### src/hdl/qdog_pkg.sv
// Constants, carriers and helpers for the offset/gain correction register bank.
// Assumes a single converter clock domain and a 16-bit plain register port.
package qdog_pkg;

   localparam int ADDR_W = 8;
   localparam int DATA_W = 16;
   localparam int SAMPLE_W = 16;
   localparam int OFFSET_W = 13;
   localparam int GAIN_W = 11;
   localparam int GAIN_FRAC = 10;
   localparam int MIX_W = 4;
   localparam int MIX_LSB = 12;
   localparam int STEP_W = 3;
   localparam int FIFO_DEPTH = 16;

   // Register offsets
   localparam logic [ADDR_W-1:0] ADDR_C_OFFSET = 8'h0A;
   localparam logic [ADDR_W-1:0] ADDR_D_OFFSET = 8'h0B;
   localparam logic [ADDR_W-1:0] ADDR_A_GAIN = 8'h0C;
   localparam logic [ADDR_W-1:0] ADDR_MIX_B_GAIN = 8'h0D;
   localparam logic [ADDR_W-1:0] ADDR_C_GAIN = 8'h0E;

   // Reset values
   localparam logic [OFFSET_W-1:0] RST_OFFSET = 13'h0000;
   localparam logic [GAIN_W-1:0] RST_GAIN = 11'h0400;
   localparam logic [MIX_W-1:0] RST_MIX = 4'h0;
   localparam logic [DATA_W-1:0] READ_ZERO = 16'h0000;

   // Coarse mixer field bits and their shift in Fs/8 units
   localparam int MIX_FS8_BIT = 3;
   localparam int MIX_FS4_BIT = 2;
   localparam int MIX_FS2_BIT = 1;
   localparam int MIX_NFS4_BIT = 0;
   localparam logic [STEP_W-1:0] STEP_NONE = 3'h0;
   localparam logic [STEP_W-1:0] STEP_FS8 = 3'h1;
   localparam logic [STEP_W-1:0] STEP_FS4 = 3'h2;
   localparam logic [STEP_W-1:0] STEP_FS2 = 3'h4;
   localparam logic [STEP_W-1:0] STEP_NFS4 = 3'h6;

   localparam logic signed [SAMPLE_W+2:0] SAMPLE_MAX = 19'sh0_7FFF;
   localparam logic signed [SAMPLE_W+2:0] SAMPLE_MIN = -19'sh0_8000;

   typedef struct packed {
      logic signed [SAMPLE_W-1:0] a;
      logic signed [SAMPLE_W-1:0] b;
      logic signed [SAMPLE_W-1:0] c;
      logic signed [SAMPLE_W-1:0] d;
   } qdog_quad_t;

   localparam int QUAD_W = $bits(qdog_quad_t);

   typedef struct packed {
      logic signed [OFFSET_W-1:0] c;
      logic signed [OFFSET_W-1:0] d;
   } qdog_offsets_t;

   // Shifts add modulo 8, so any mix of bits lands on n x Fs/8
   function automatic logic [STEP_W-1:0] qdog_mix_step(input logic [MIX_W-1:0] f);
      logic [STEP_W-1:0] s;
      s = STEP_NONE;
      if (f[MIX_FS8_BIT]) s = s + STEP_FS8;
      if (f[MIX_FS4_BIT]) s = s + STEP_FS4;
      if (f[MIX_FS2_BIT]) s = s + STEP_FS2;
      if (f[MIX_NFS4_BIT]) s = s + STEP_NFS4;
      return s;
   endfunction : qdog_mix_step

endpackage : qdog_pkg

### src/hdl/qdog_chan_corr.sv
// One channel of gain and offset correction, purely combinational.
// Assumes the caller registers the result.
module qdog_chan_corr import qdog_pkg::*; (
   input wire logic signed [SAMPLE_W-1:0] sample,
   input wire logic [GAIN_W-1:0] gain,
   input wire logic signed [OFFSET_W-1:0] offset,
   output logic signed [SAMPLE_W-1:0] corrected
);
   localparam int PROD_W = SAMPLE_W + GAIN_W + 1;

   logic signed [PROD_W-1:0] product;
   logic signed [PROD_W-GAIN_FRAC-1:0] scaled;
   logic signed [SAMPLE_W+2:0] sum;

   // Binary point sits between gain bits 9 and 10
   assign product = sample * $signed({1'b0, gain});
   assign scaled = product[PROD_W-1:GAIN_FRAC];
   assign sum = 19'(scaled) + 19'(offset);

   // Saturate rather than wrap: a wrap would flip full scale
   always_comb begin
      if (sum > SAMPLE_MAX) begin
         corrected = SAMPLE_MAX[SAMPLE_W-1:0];
      end else if (sum < SAMPLE_MIN) begin
         corrected = SAMPLE_MIN[SAMPLE_W-1:0];
      end else begin
         corrected = sum[SAMPLE_W-1:0];
      end
   end

endmodule : qdog_chan_corr

### src/hdl/qdog_fifo.sv
// Sample FIFO with valid/ready on both sides.
// Assumes one clock; the drain side may stall at will.
module qdog_fifo import qdog_pkg::*; #(
   parameter int WIDTH = QUAD_W,
   parameter int DEPTH = FIFO_DEPTH
) (
   input wire logic mclk,
   input wire logic reset,
   input wire logic in_valid,
   output logic in_ready,
   input wire logic [WIDTH-1:0] in_data,
   output logic out_valid,
   input wire logic out_ready,
   output logic [WIDTH-1:0] out_data
);
   localparam int PTR_W = $clog2(DEPTH);

   logic [WIDTH-1:0] mem [DEPTH];
   logic [PTR_W:0] wr_ptr;
   logic [PTR_W:0] rd_ptr;
   logic push;
   logic pop;

   // Extra pointer bit tells full from empty
   assign out_valid = wr_ptr != rd_ptr;
   assign in_ready = (wr_ptr[PTR_W] == rd_ptr[PTR_W]) || (wr_ptr[PTR_W-1:0] != rd_ptr[PTR_W-1:0]);
   assign push = in_valid && in_ready;
   assign pop = out_valid && out_ready;
   assign out_data = mem[rd_ptr[PTR_W-1:0]];

   always_ff @(posedge mclk) begin
      if (push) begin
         mem[wr_ptr[PTR_W-1:0]] <= in_data;
      end
   end

   always_ff @(posedge mclk or posedge reset) begin
      if (reset) begin
         wr_ptr <= '0;
      end else if (push) begin
         wr_ptr <= wr_ptr + 1'b1;
      end
   end

   always_ff @(posedge mclk or posedge reset) begin
      if (reset) begin
         rd_ptr <= '0;
      end else if (pop) begin
         rd_ptr <= rd_ptr + 1'b1;
      end
   end

endmodule : qdog_fifo

### src/hdl/qdog_regs.sv
// Offset/gain correction register bank with the correction datapath.
// Assumes a plain register port and an upstream sample source and a
// downstream converter both on mclk.
//
// The plain strobed port was decided locally.

//////////////////////////////////////////////////////////////////////////////
// Contract
// - Hold 13-bit channel C offset word
// - Hold 13-bit channel D offset word
// - C offset write with auto-sync loads both
// - D offset write alone leaves active unchanged
// - Hold 11-bit unsigned gains for A, B, C
// - Gain binary point below bit 10; 0x400 unity
// - 4-bit mixer select field, resets to zero
// - Combined mixer bits give n x Fs/8
module qdog_regs import qdog_pkg::*; (
   input wire logic mclk,
   input wire logic reset,
   input wire logic [ADDR_W-1:0] reg_addr,
   input wire logic [DATA_W-1:0] reg_wdata,
   input wire logic reg_wr,
   input wire logic reg_rd,
   output logic [DATA_W-1:0] reg_rdata,
   input wire logic auto_sync_en,
   input wire logic ext_sync,
   input wire logic in_valid,
   output logic in_ready,
   input wire qdog_quad_t in_samples,
   output logic out_valid,
   input wire logic out_ready,
   output qdog_quad_t out_samples,
   output logic [STEP_W-1:0] coarse_mix_step
);

   //////////////////////////////////////////////////////////////////////////
   // Register storage
   logic [OFFSET_W-1:0] chan_c_offset_word;
   logic [OFFSET_W-1:0] chan_d_offset_word;
   logic [GAIN_W-1:0] chan_a_gain_word;
   logic [GAIN_W-1:0] chan_b_gain_word;
   logic [GAIN_W-1:0] chan_c_gain_word;
   logic [MIX_W-1:0] coarse_mix_field;
   qdog_offsets_t active_offset;
   qdog_quad_t fifo_samples;
   qdog_quad_t next_out_samples;
   logic fifo_valid;
   logic fifo_ready;
   logic pop;
   logic wr_c_offset;
   logic wr_d_offset;
   logic wr_a_gain;
   logic wr_mix_b_gain;
   logic wr_c_gain;
   logic auto_sync;

   assign wr_c_offset = reg_wr && (reg_addr == ADDR_C_OFFSET);
   assign wr_d_offset = reg_wr && (reg_addr == ADDR_D_OFFSET);
   assign wr_a_gain = reg_wr && (reg_addr == ADDR_A_GAIN);
   assign wr_mix_b_gain = reg_wr && (reg_addr == ADDR_MIX_B_GAIN);
   assign wr_c_gain = reg_wr && (reg_addr == ADDR_C_GAIN);
   assign auto_sync = wr_c_offset && auto_sync_en;

   always_ff @(posedge mclk or posedge reset) begin
      if (reset) begin
         chan_c_offset_word <= RST_OFFSET;
      end else if (wr_c_offset) begin
         chan_c_offset_word <= reg_wdata[OFFSET_W-1:0];
      end
   end

   always_ff @(posedge mclk or posedge reset) begin
      if (reset) begin
         chan_d_offset_word <= RST_OFFSET;
      end else if (wr_d_offset) begin
         chan_d_offset_word <= reg_wdata[OFFSET_W-1:0];
      end
   end

   always_ff @(posedge mclk or posedge reset) begin
      if (reset) begin
         chan_a_gain_word <= RST_GAIN;
      end else if (wr_a_gain) begin
         chan_a_gain_word <= reg_wdata[GAIN_W-1:0];
      end
   end

   always_ff @(posedge mclk or posedge reset) begin
      if (reset) begin
         chan_b_gain_word <= RST_GAIN;
         coarse_mix_field <= RST_MIX;
      end else if (wr_mix_b_gain) begin
         chan_b_gain_word <= reg_wdata[GAIN_W-1:0];
         coarse_mix_field <= reg_wdata[MIX_LSB+MIX_W-1:MIX_LSB];
      end
   end

   always_ff @(posedge mclk or posedge reset) begin
      if (reset) begin
         chan_c_gain_word <= RST_GAIN;
      end else if (wr_c_gain) begin
         chan_c_gain_word <= reg_wdata[GAIN_W-1:0];
      end
   end

   //////////////////////////////////////////////////////////////////////////
   // Synchronised offset load
   // The D word only reaches the datapath here, so the host must stage D
   // before writing C. An external sync loads whatever is staged.
   always_ff @(posedge mclk or posedge reset) begin
      if (reset) begin
         active_offset <= '0;
      end else if (auto_sync) begin
         active_offset.c <= reg_wdata[OFFSET_W-1:0];
         active_offset.d <= chan_d_offset_word;
      end else if (ext_sync) begin
         active_offset.c <= chan_c_offset_word;
         active_offset.d <= chan_d_offset_word;
      end
   end

   //////////////////////////////////////////////////////////////////////////
   // Coarse mixer step
   always_ff @(posedge mclk or posedge reset) begin
      if (reset) begin
         coarse_mix_step <= STEP_NONE;
      end else begin
         coarse_mix_step <= qdog_mix_step(coarse_mix_field);
      end
   end

   //////////////////////////////////////////////////////////////////////////
   // Read port; reserved bits read as zero
   always_ff @(posedge mclk or posedge reset) begin
      if (reset) begin
         reg_rdata <= READ_ZERO;
      end else if (reg_rd) begin
         reg_rdata <= READ_ZERO;
         case (reg_addr)
            ADDR_C_OFFSET: begin
               reg_rdata[OFFSET_W-1:0] <= chan_c_offset_word;
            end
            ADDR_D_OFFSET: begin
               reg_rdata[OFFSET_W-1:0] <= chan_d_offset_word;
            end
            ADDR_A_GAIN: begin
               reg_rdata[GAIN_W-1:0] <= chan_a_gain_word;
            end
            ADDR_MIX_B_GAIN: begin
               reg_rdata[MIX_LSB+MIX_W-1:MIX_LSB] <= coarse_mix_field;
               reg_rdata[GAIN_W-1:0] <= chan_b_gain_word;
            end
            ADDR_C_GAIN: begin
               reg_rdata[GAIN_W-1:0] <= chan_c_gain_word;
            end
            default: begin
               reg_rdata <= READ_ZERO;
            end
         endcase
      end
   end

   //////////////////////////////////////////////////////////////////////////
   // Sample path: FIFO, correction, output register
   qdog_fifo #(
      .WIDTH(QUAD_W),
      .DEPTH(FIFO_DEPTH)
   ) u_fifo (
      .mclk(mclk),
      .reset(reset),
      .in_valid(in_valid),
      .in_ready(in_ready),
      .in_data(in_samples),
      .out_valid(fifo_valid),
      .out_ready(fifo_ready),
      .out_data(fifo_samples)
   );

   // Output stage drains the FIFO only when it can hand the word on
   assign fifo_ready = !out_valid || out_ready;
   assign pop = fifo_valid && fifo_ready;

   // Channel D gain lives elsewhere; unity here
   qdog_chan_corr u_corr_a (
      .sample(fifo_samples.a),
      .gain(chan_a_gain_word),
      .offset(OFFSET_W'(0)),
      .corrected(next_out_samples.a)
   );

   qdog_chan_corr u_corr_b (
      .sample(fifo_samples.b),
      .gain(chan_b_gain_word),
      .offset(OFFSET_W'(0)),
      .corrected(next_out_samples.b)
   );

   qdog_chan_corr u_corr_c (
      .sample(fifo_samples.c),
      .gain(chan_c_gain_word),
      .offset(active_offset.c),
      .corrected(next_out_samples.c)
   );

   qdog_chan_corr u_corr_d (
      .sample(fifo_samples.d),
      .gain(RST_GAIN),
      .offset(active_offset.d),
      .corrected(next_out_samples.d)
   );

   always_ff @(posedge mclk or posedge reset) begin
      if (reset) begin
         out_samples <= '0;
      end else if (pop) begin
         out_samples <= next_out_samples;
      end
   end

   always_ff @(posedge mclk or posedge reset) begin
      if (reset) begin
         out_valid <= 1'b0;
      end else if (pop) begin
         out_valid <= 1'b1;
      end else if (out_ready) begin
         out_valid <= 1'b0;
      end
   end

   logic small_c;
   assign small_c = (fifo_samples.c < 16'sh3FFF) && (fifo_samples.c > -16'sh3FFF);
endmodule : qdog_regs

### config.mk
export PLATFORM = sky130hd
export DESIGN_NAME = qdog_regs
export DESIGN_NICKNAME = d
export VERILOG_FILES = /design/src/hdl/qdog_pkg.sv /design/src/hdl/qdog_chan_corr.sv /design/src/hdl/qdog_fifo.sv /design/src/hdl/qdog_regs.sv
export SDC_FILE = /design/constraint.sdc
export NUM_CORES = 2
export LEC_CHECK = 0
export ABC_AREA = 1
export BUFFER_PORTS_ARGS = -buffer_cell sky130_fd_sc_hd__buf_4
export CAP_MARGIN = 20
export CORE_MARGIN = 1
export CORE_UTILIZATION = 58
export CTS_CLUSTER_SIZE = 12
export DETAILED_ROUTE_END_ITERATION = 10
export GPL_TIMING_DRIVEN = 1
export PLACE_DENSITY = 0.78
export SLEW_MARGIN = 5
export SYNTH_ARGS = -nofsm -noshare
export SYNTH_HDL_FRONTEND = slang
export SYNTH_HIERARCHICAL = 1
export SYNTH_SLANG_ARGS = --single-unit
### constraint.sdc
create_clock -name mclk -period 8 [get_ports mclk]
set_clock_uncertainty 0.15 [all_clocks]
set_input_delay 1.2 -clock mclk [delete_from_list [all_inputs] [get_ports mclk]]
set_output_delay 1.2 -clock mclk [all_outputs]
set_load 0.005 [all_outputs]
Word-level counts from Yosys, hierarchy flattened --
Memory sizes are Yosys's and may differ from the RTL's. Cells that the tools add are included.
Word-level totals: flip-flop bits (word level) 183, RAM bits 1024, bits of input ports 96, memories kept 1
Operators by class: add/subtract/negate cells 7, multipliers 3, order comparisons 8, equal/unequal tests 8, multiplexer cells 22, reduce and logical (&&, ||, !) cells 13
Memory list:
- u_fifo.mem | depth 16, width 64, rd ports 1, clocked after Yosys merged registers in 0, write ports 1, line qdog_fifo.sv:18 | logic [WIDTH-1:0] mem [DEPTH];
Operator list (count):
- two-way mux 16 bit | 8
- multiplier 16 x 12 -> 28 bit | 3
- case mux 11 bit (5 select lines) | 1
- two-way mux 26 bit | 2
- == test 8 x 4 -> 1 bit, second input constant | 5
- greater-than comparator 19 x 16 -> 1 bit, second input constant | 2
- less-than comparator 19 x 16 -> 1 bit, second input constant | 2
- greater-than comparator 18 x 16 -> 1 bit, second input constant | 2
- less-than comparator 18 x 16 -> 1 bit, second input constant | 2
- adder 18 x 13 -> 19 bit | 1
- adder 16 x 13 -> 17 bit | 1
- two-way mux 3 bit | 4
- adder 5 x 1 -> 5 bit, second input constant | 2
- logical AND 1 bit | 8
- adder 3 bit, second input constant | 2
- two-way mux 1 bit | 5
- inequality test 5 bit | 1
- inequality test 4 bit | 1
- nonzero test 2 bit | 2
- adder 3 x 2 -> 3 bit, second input constant | 1
- case mux 1 bit (3 select lines) | 1
- logical OR 1 bit | 2
- case mux 1 bit (2 select lines) | 1
- == test 1 bit | 1
- zero test 1 bit | 1

Longest topological paths before layout --
depth in word-level cells 7, mapped depth 52

Hierarchy --
The synthesis kept the hierarchy.
Modules (own cells, without submodules):
- qdog_fifo | instances 1, cells an instance 3599, area an instance 41787.6 um^2, sequential area each 30999.7 um^2
- qdog_chan_corr (u_corr_d) | instances 1, cells an instance 1112, area an instance 7888.8 um^2, sequential area each 0.0 um^2
- qdog_chan_corr (u_corr_b) | instances 1, cells an instance 1103, area an instance 7872.6 um^2, sequential area each 0.0 um^2
- qdog_chan_corr (u_corr_a) | instances 1, cells an instance 1094, area an instance 7857.5 um^2, sequential area each 0.0 um^2
- qdog_chan_corr (u_corr_c) | instances 1, cells an instance 1083, area an instance 7813.7 um^2, sequential area each 0.0 um^2
- qdog_regs | instances 1, cells an instance 735, area an instance 7298.2 um^2, sequential area each 4332.9 um^2

Worst setup path after synthesis --
No wires, ideal clock.
path type reg-to-reg, start reg u_fifo.rd_ptr[0], end reg out_samples[21] in the netlist's numbering, arrival time 7.238 ns, required time 7.725 ns, slack 0.487 ns, stages on the path, launching flop included 46, buffers on the path 6, period minus slack after synthesis 7.513 ns, cell sequence dfrtp_1 > inv_2 > buf_6 > buf_6 > buf_4 > buf_2 > nor2_1 > o21ai_0 > nand2_1 > nand2_1 > inv_1 > nand2_1 > clkbuf_1 > nand2_1 > fa_1 > inv_1 > fa_1 > inv_1 > [10 not listed] > nand3_1 > o21bai_1 > a21oi_1 > inv_1 > nand2_1 > nand2_1 > ha_1 > nand2_1 > nor4_1 > nand2_2 > nand2_1 > nand2_1 > nand2_4 > inv_2 > o21ai_4 > buf_6 > nand2_1 > mux2_2
RTL lines:
- start: declaration | line qdog_fifo.sv:20 | logic [PTR_W:0] rd_ptr;
- start signal: assignment | line qdog_fifo.sv:49 | rd_ptr <= rd_ptr + 1'b1;
- end signal: assignment | line qdog_regs.sv:216 | out_samples <= next_out_samples;
- end: declaration | line qdog_regs.sv:32 | output qdog_quad_t out_samples,

==> impl_metrics.env <==
export IMPL_min_period_over_period=0.985
export IMPL_via_per_inst=5.67
export IMPL_share_of_async_settable_or_async_resettable_flops_after_synthesis=0.152
export IMPL_syn_cell_area_um2=80500
export IMPL_fp_coreArea_um2=138000
export IMPL_dr_wl_met3_um=22600
export IMPL_num_nets_final=10000
export IMPL_dr_pass1_iters=6
export IMPL_post_dp_hpwl_um=140000
export IMPL_data_required_time_of_the_worst_path_ns=8.47
export IMPL_ys_warn_count=6
export IMPL_pin_count=181
export IMPL_synth_cells=8726
export IMPL_cp_slowest_stage_delay_ns=0.54
export IMPL_synth_edff_count=1024
export IMPL_worst_path_most_repeated_cell="sky130_fd_sc_hd__nand2_1"
export IMPL_initial_antenna_violation_count=15
export IMPL_per_cell_routed_wire_length_um=19.9
export IMPL_top_routing_layer_in_use="met5"
export IMPL_drtAntennaViolNets=0
export IMPL_cts_hold_buffers=0
export IMPL_routed_via_count=61600
export IMPL_critical_path_class="flop to flop"
export IMPL_gp_congestion=0.937
export IMPL_layout_common_cells="sky130_fd_sc_hd__nand2_1, sky130_fd_sc_hd__inv_1, sky130_fd_sc_hd__edfxtp_1"
export IMPL_io_buffer_count=180
export IMPL_hold_worst_slack_ns=0.264
export IMPL_critPathLaunchType="flop"
export IMPL_ctsLongestPathBuffers=3
export IMPL_synth_top_cell_by_area="sky130_fd_sc_hd__edfxtp_1"
export IMPL_rows=136
export IMPL_tritoncts="done"
export IMPL_crit_slowest_cell="sky130_fd_sc_hd__fa_1"
export IMPL_grt_start_max_net_pins=94
export IMPL_layout_min_cycle_time_ns=7.88
export IMPL_netlist_area_leader_share=0.382
export IMPL_mostFrequentLayoutCell="sky130_fd_sc_hd__nand2_1"
export IMPL_setup_violations=0
export IMPL_number_of_buffers_created_by_cts=130
export IMPL_min_path_type="flop to flop"
export IMPL_detailed_route_wl_um=216000
export IMPL_clkSinkCount=1207
export IMPL_gr_total_overflow=0
export IMPL_synth_cell_types=52
export IMPL_timing_critical_path_to_type="flop"
export IMPL_timing_final_hold_violations=0
export IMPL_violation_count_after_the_first_detailed_route_iteration=7056
export IMPL_max_clock_freq_mhz=127
export IMPL_cp_max_fo=15
export IMPL_max_cap_violations=0
export IMPL_grt_first_pass_wirelength_um=326000
export IMPL_layout_drive_gt1_share=0.115
export IMPL_tightest_slew_ns=1.24
export IMPL_path_clk_slew_ns=0.06
export IMPL_chipWidth_um=375
export IMPL_grt_setup_unrepaired="true"
export IMPL_postSynthRegisterBits=1207
export IMPL_drv_slew=0
export IMPL_cts_root_buf="sky130_fd_sc_hd__clkbuf_16"
export IMPL_slew_headroom=0.171
export IMPL_place_inst=10500
export IMPL_grt_pass1_vias=59900
export IMPL_route_layer_met1_wl_um=87300
export IMPL_layout_cells_non_filler=10900
export IMPL_filler_cell_count=10200
export IMPL_chipHeight_um=375
export IMPL_initial_core_util=0.585
export IMPL_route_met2_wl_um=99500
export IMPL_cp_data_arrival_time_ns=8.35
export IMPL_grt_use_total=0.296
export IMPL_synth_avg_cell_area_um2=9.23
export IMPL_outcome="complete, no violations"
export IMPL_clock_tree_htree_level_count=4
export IMPL_post_synthesis_to_final_layout_area_growth_pct=13.0
export IMPL_clk_latency_ns=0.76
export IMPL_route_detailed_drc=0
export IMPL_die_area_um2=140000
export IMPL_fraction_of_the_yosys_area_taken_by_sequential_cells=0.439
export IMPL_prevailing_post_synth_register_cell="sky130_fd_sc_hd__edfxtp_1"
export IMPL_synth_area_leaders="sky130_fd_sc_hd__edfxtp_1, sky130_fd_sc_hd__fa_1, sky130_fd_sc_hd__nand2_1"
what timing repair did:
action,CTS,global route
gates cloned,1,29
resized for setup,30,305
buffers inserted,4,67
setup endpoints to repair,45,47
pin swaps,1,74
path summary, 6_finish.rpt:
path | startpoint | to | slack, ns | cells past startpoint
worst max-delay path | u_fifo/rd_ptr[0] | out_samples[27] | 0.12 | 44
worst min-delay path | coarse_mix_field[3] | coarse_mix_step[0] | 0.26 | 0
worst max register to register | u_fifo/rd_ptr[0] | out_samples[27] | 0.12 | 44
worst min register to register | coarse_mix_field[3] | coarse_mix_step[0] | 0.26 | 0
max in group asynchronous | reset | out_samples[53] | 6.01 | 3
min in group asynchronous | reset | u_fifo/rd_ptr[0] | 0.42 | 2
layout make-up:
class	count	area (um2)	area share
multi-input combinational	5850	39800	0.438
sequential	1207	35300	0.389
inverter	1320	4990	0.0549
timing repair buffer	477	4680	0.0515
clock buffer	168	3460	0.0380
tap	1794	2240	0.0247
clock inverter	42	399	0.00439
timing repair inverter	2	17.5	0.000193
antenna	4	10.0	0.000110
cell usage after synthesis, types with 15 or more instances:
master,instances
sky130_fd_sc_hd__inv_1,1300
sky130_fd_sc_hd__a31oi_1,21
sky130_fd_sc_hd__buf_1,18
sky130_fd_sc_hd__xor2_1,71
sky130_fd_sc_hd__o21ai_0,432
sky130_fd_sc_hd__nor2_1,888
sky130_fd_sc_hd__a21oi_1,194
sky130_fd_sc_hd__dfrtp_1,180
sky130_fd_sc_hd__edfxtp_1,1024
sky130_fd_sc_hd__nand2_2,48
sky130_fd_sc_hd__buf_4,25
sky130_fd_sc_hd__nand3_1,389
sky130_fd_sc_hd__xnor2_1,53
sky130_fd_sc_hd__ha_1,309
sky130_fd_sc_hd__buf_6,15
sky130_fd_sc_hd__o21a_1,22
sky130_fd_sc_hd__fa_1,644
sky130_fd_sc_hd__mux2_2,64
sky130_fd_sc_hd__nor4_1,16
sky130_fd_sc_hd__clkbuf_1,227
sky130_fd_sc_hd__nand2_1,2353
sky130_fd_sc_hd__nor3_1,24
sky130_fd_sc_hd__o21bai_1,16
sky130_fd_sc_hd__o21ai_1,144
sky130_fd_sc_hd__nand4_1,20
sky130_fd_sc_hd__buf_2,116
sequential cells by signal (all words and copies together), names as in the netlist:
name / count
u_fifo/mem: 1024
out_samples: 64
active_offset: 26
reg_rdata: 16
chan_c_offset_word: 13
chan_d_offset_word: 13
chan_a_gain_word: 11
chan_b_gain_word: 11
chan_c_gain_word: 11
u_fifo/rd_ptr: 5
u_fifo/wr_ptr: 5
coarse_mix_field: 4
coarse_mix_step: 3
out_valid: 1
layer usage:
layer	up-vias	GRT usage
met5	-	0
met4	20	0.0864
met3	489	0.0535
met2	3339	0.472
met1	29800	0.416
li1	28000	-
stage by stage:
step                worst slack [ns]  TNS [ns]  cell area [um2]   util
finish                         0.120         0            90900  0.661
global route                  -0.149     -3.71            90900  0.661
CTS                         -0.00111  -0.00139            88500  0.643
detailed placement            -0.154     -4.24            84400  0.613
global placement             -0.0928     -1.60            84400  0.613
floorplan                      0.487         0            80700      -
logic make-up (layout without fill, tap and decap cells):
group / count (synthesis) / count (layout) / synth area share
fa+ha+maj: 953 / 953 / 0.208
other cells: 2 / 58 / 0.0000933
compound gates: 855 / 855 / 0.0560
mux: 64 / 64 / 0.00895
buf+inv: 1723 / 2009 / 0.0847
xor+xnor: 124 / 124 / 0.0135
simple gates: 3798 / 3800 / 0.190
flops: 1207 / 1207 / 0.439
worst max-delay path, delay by kind of cell, from the launching register on:
kind / cells / cell delay, ns
buf+inv: 11 / 1.10
compound gates: 4 / 0.55
simple gates: 21 / 2.17
mux: 1 / 0.26
flops: 1 / 0.52
fa+ha+maj: 7 / 2.98
Power is left out: the tool's default activity adds up to more than one toggle a clock period on the data nets, which glitch-free logic cannot reach.
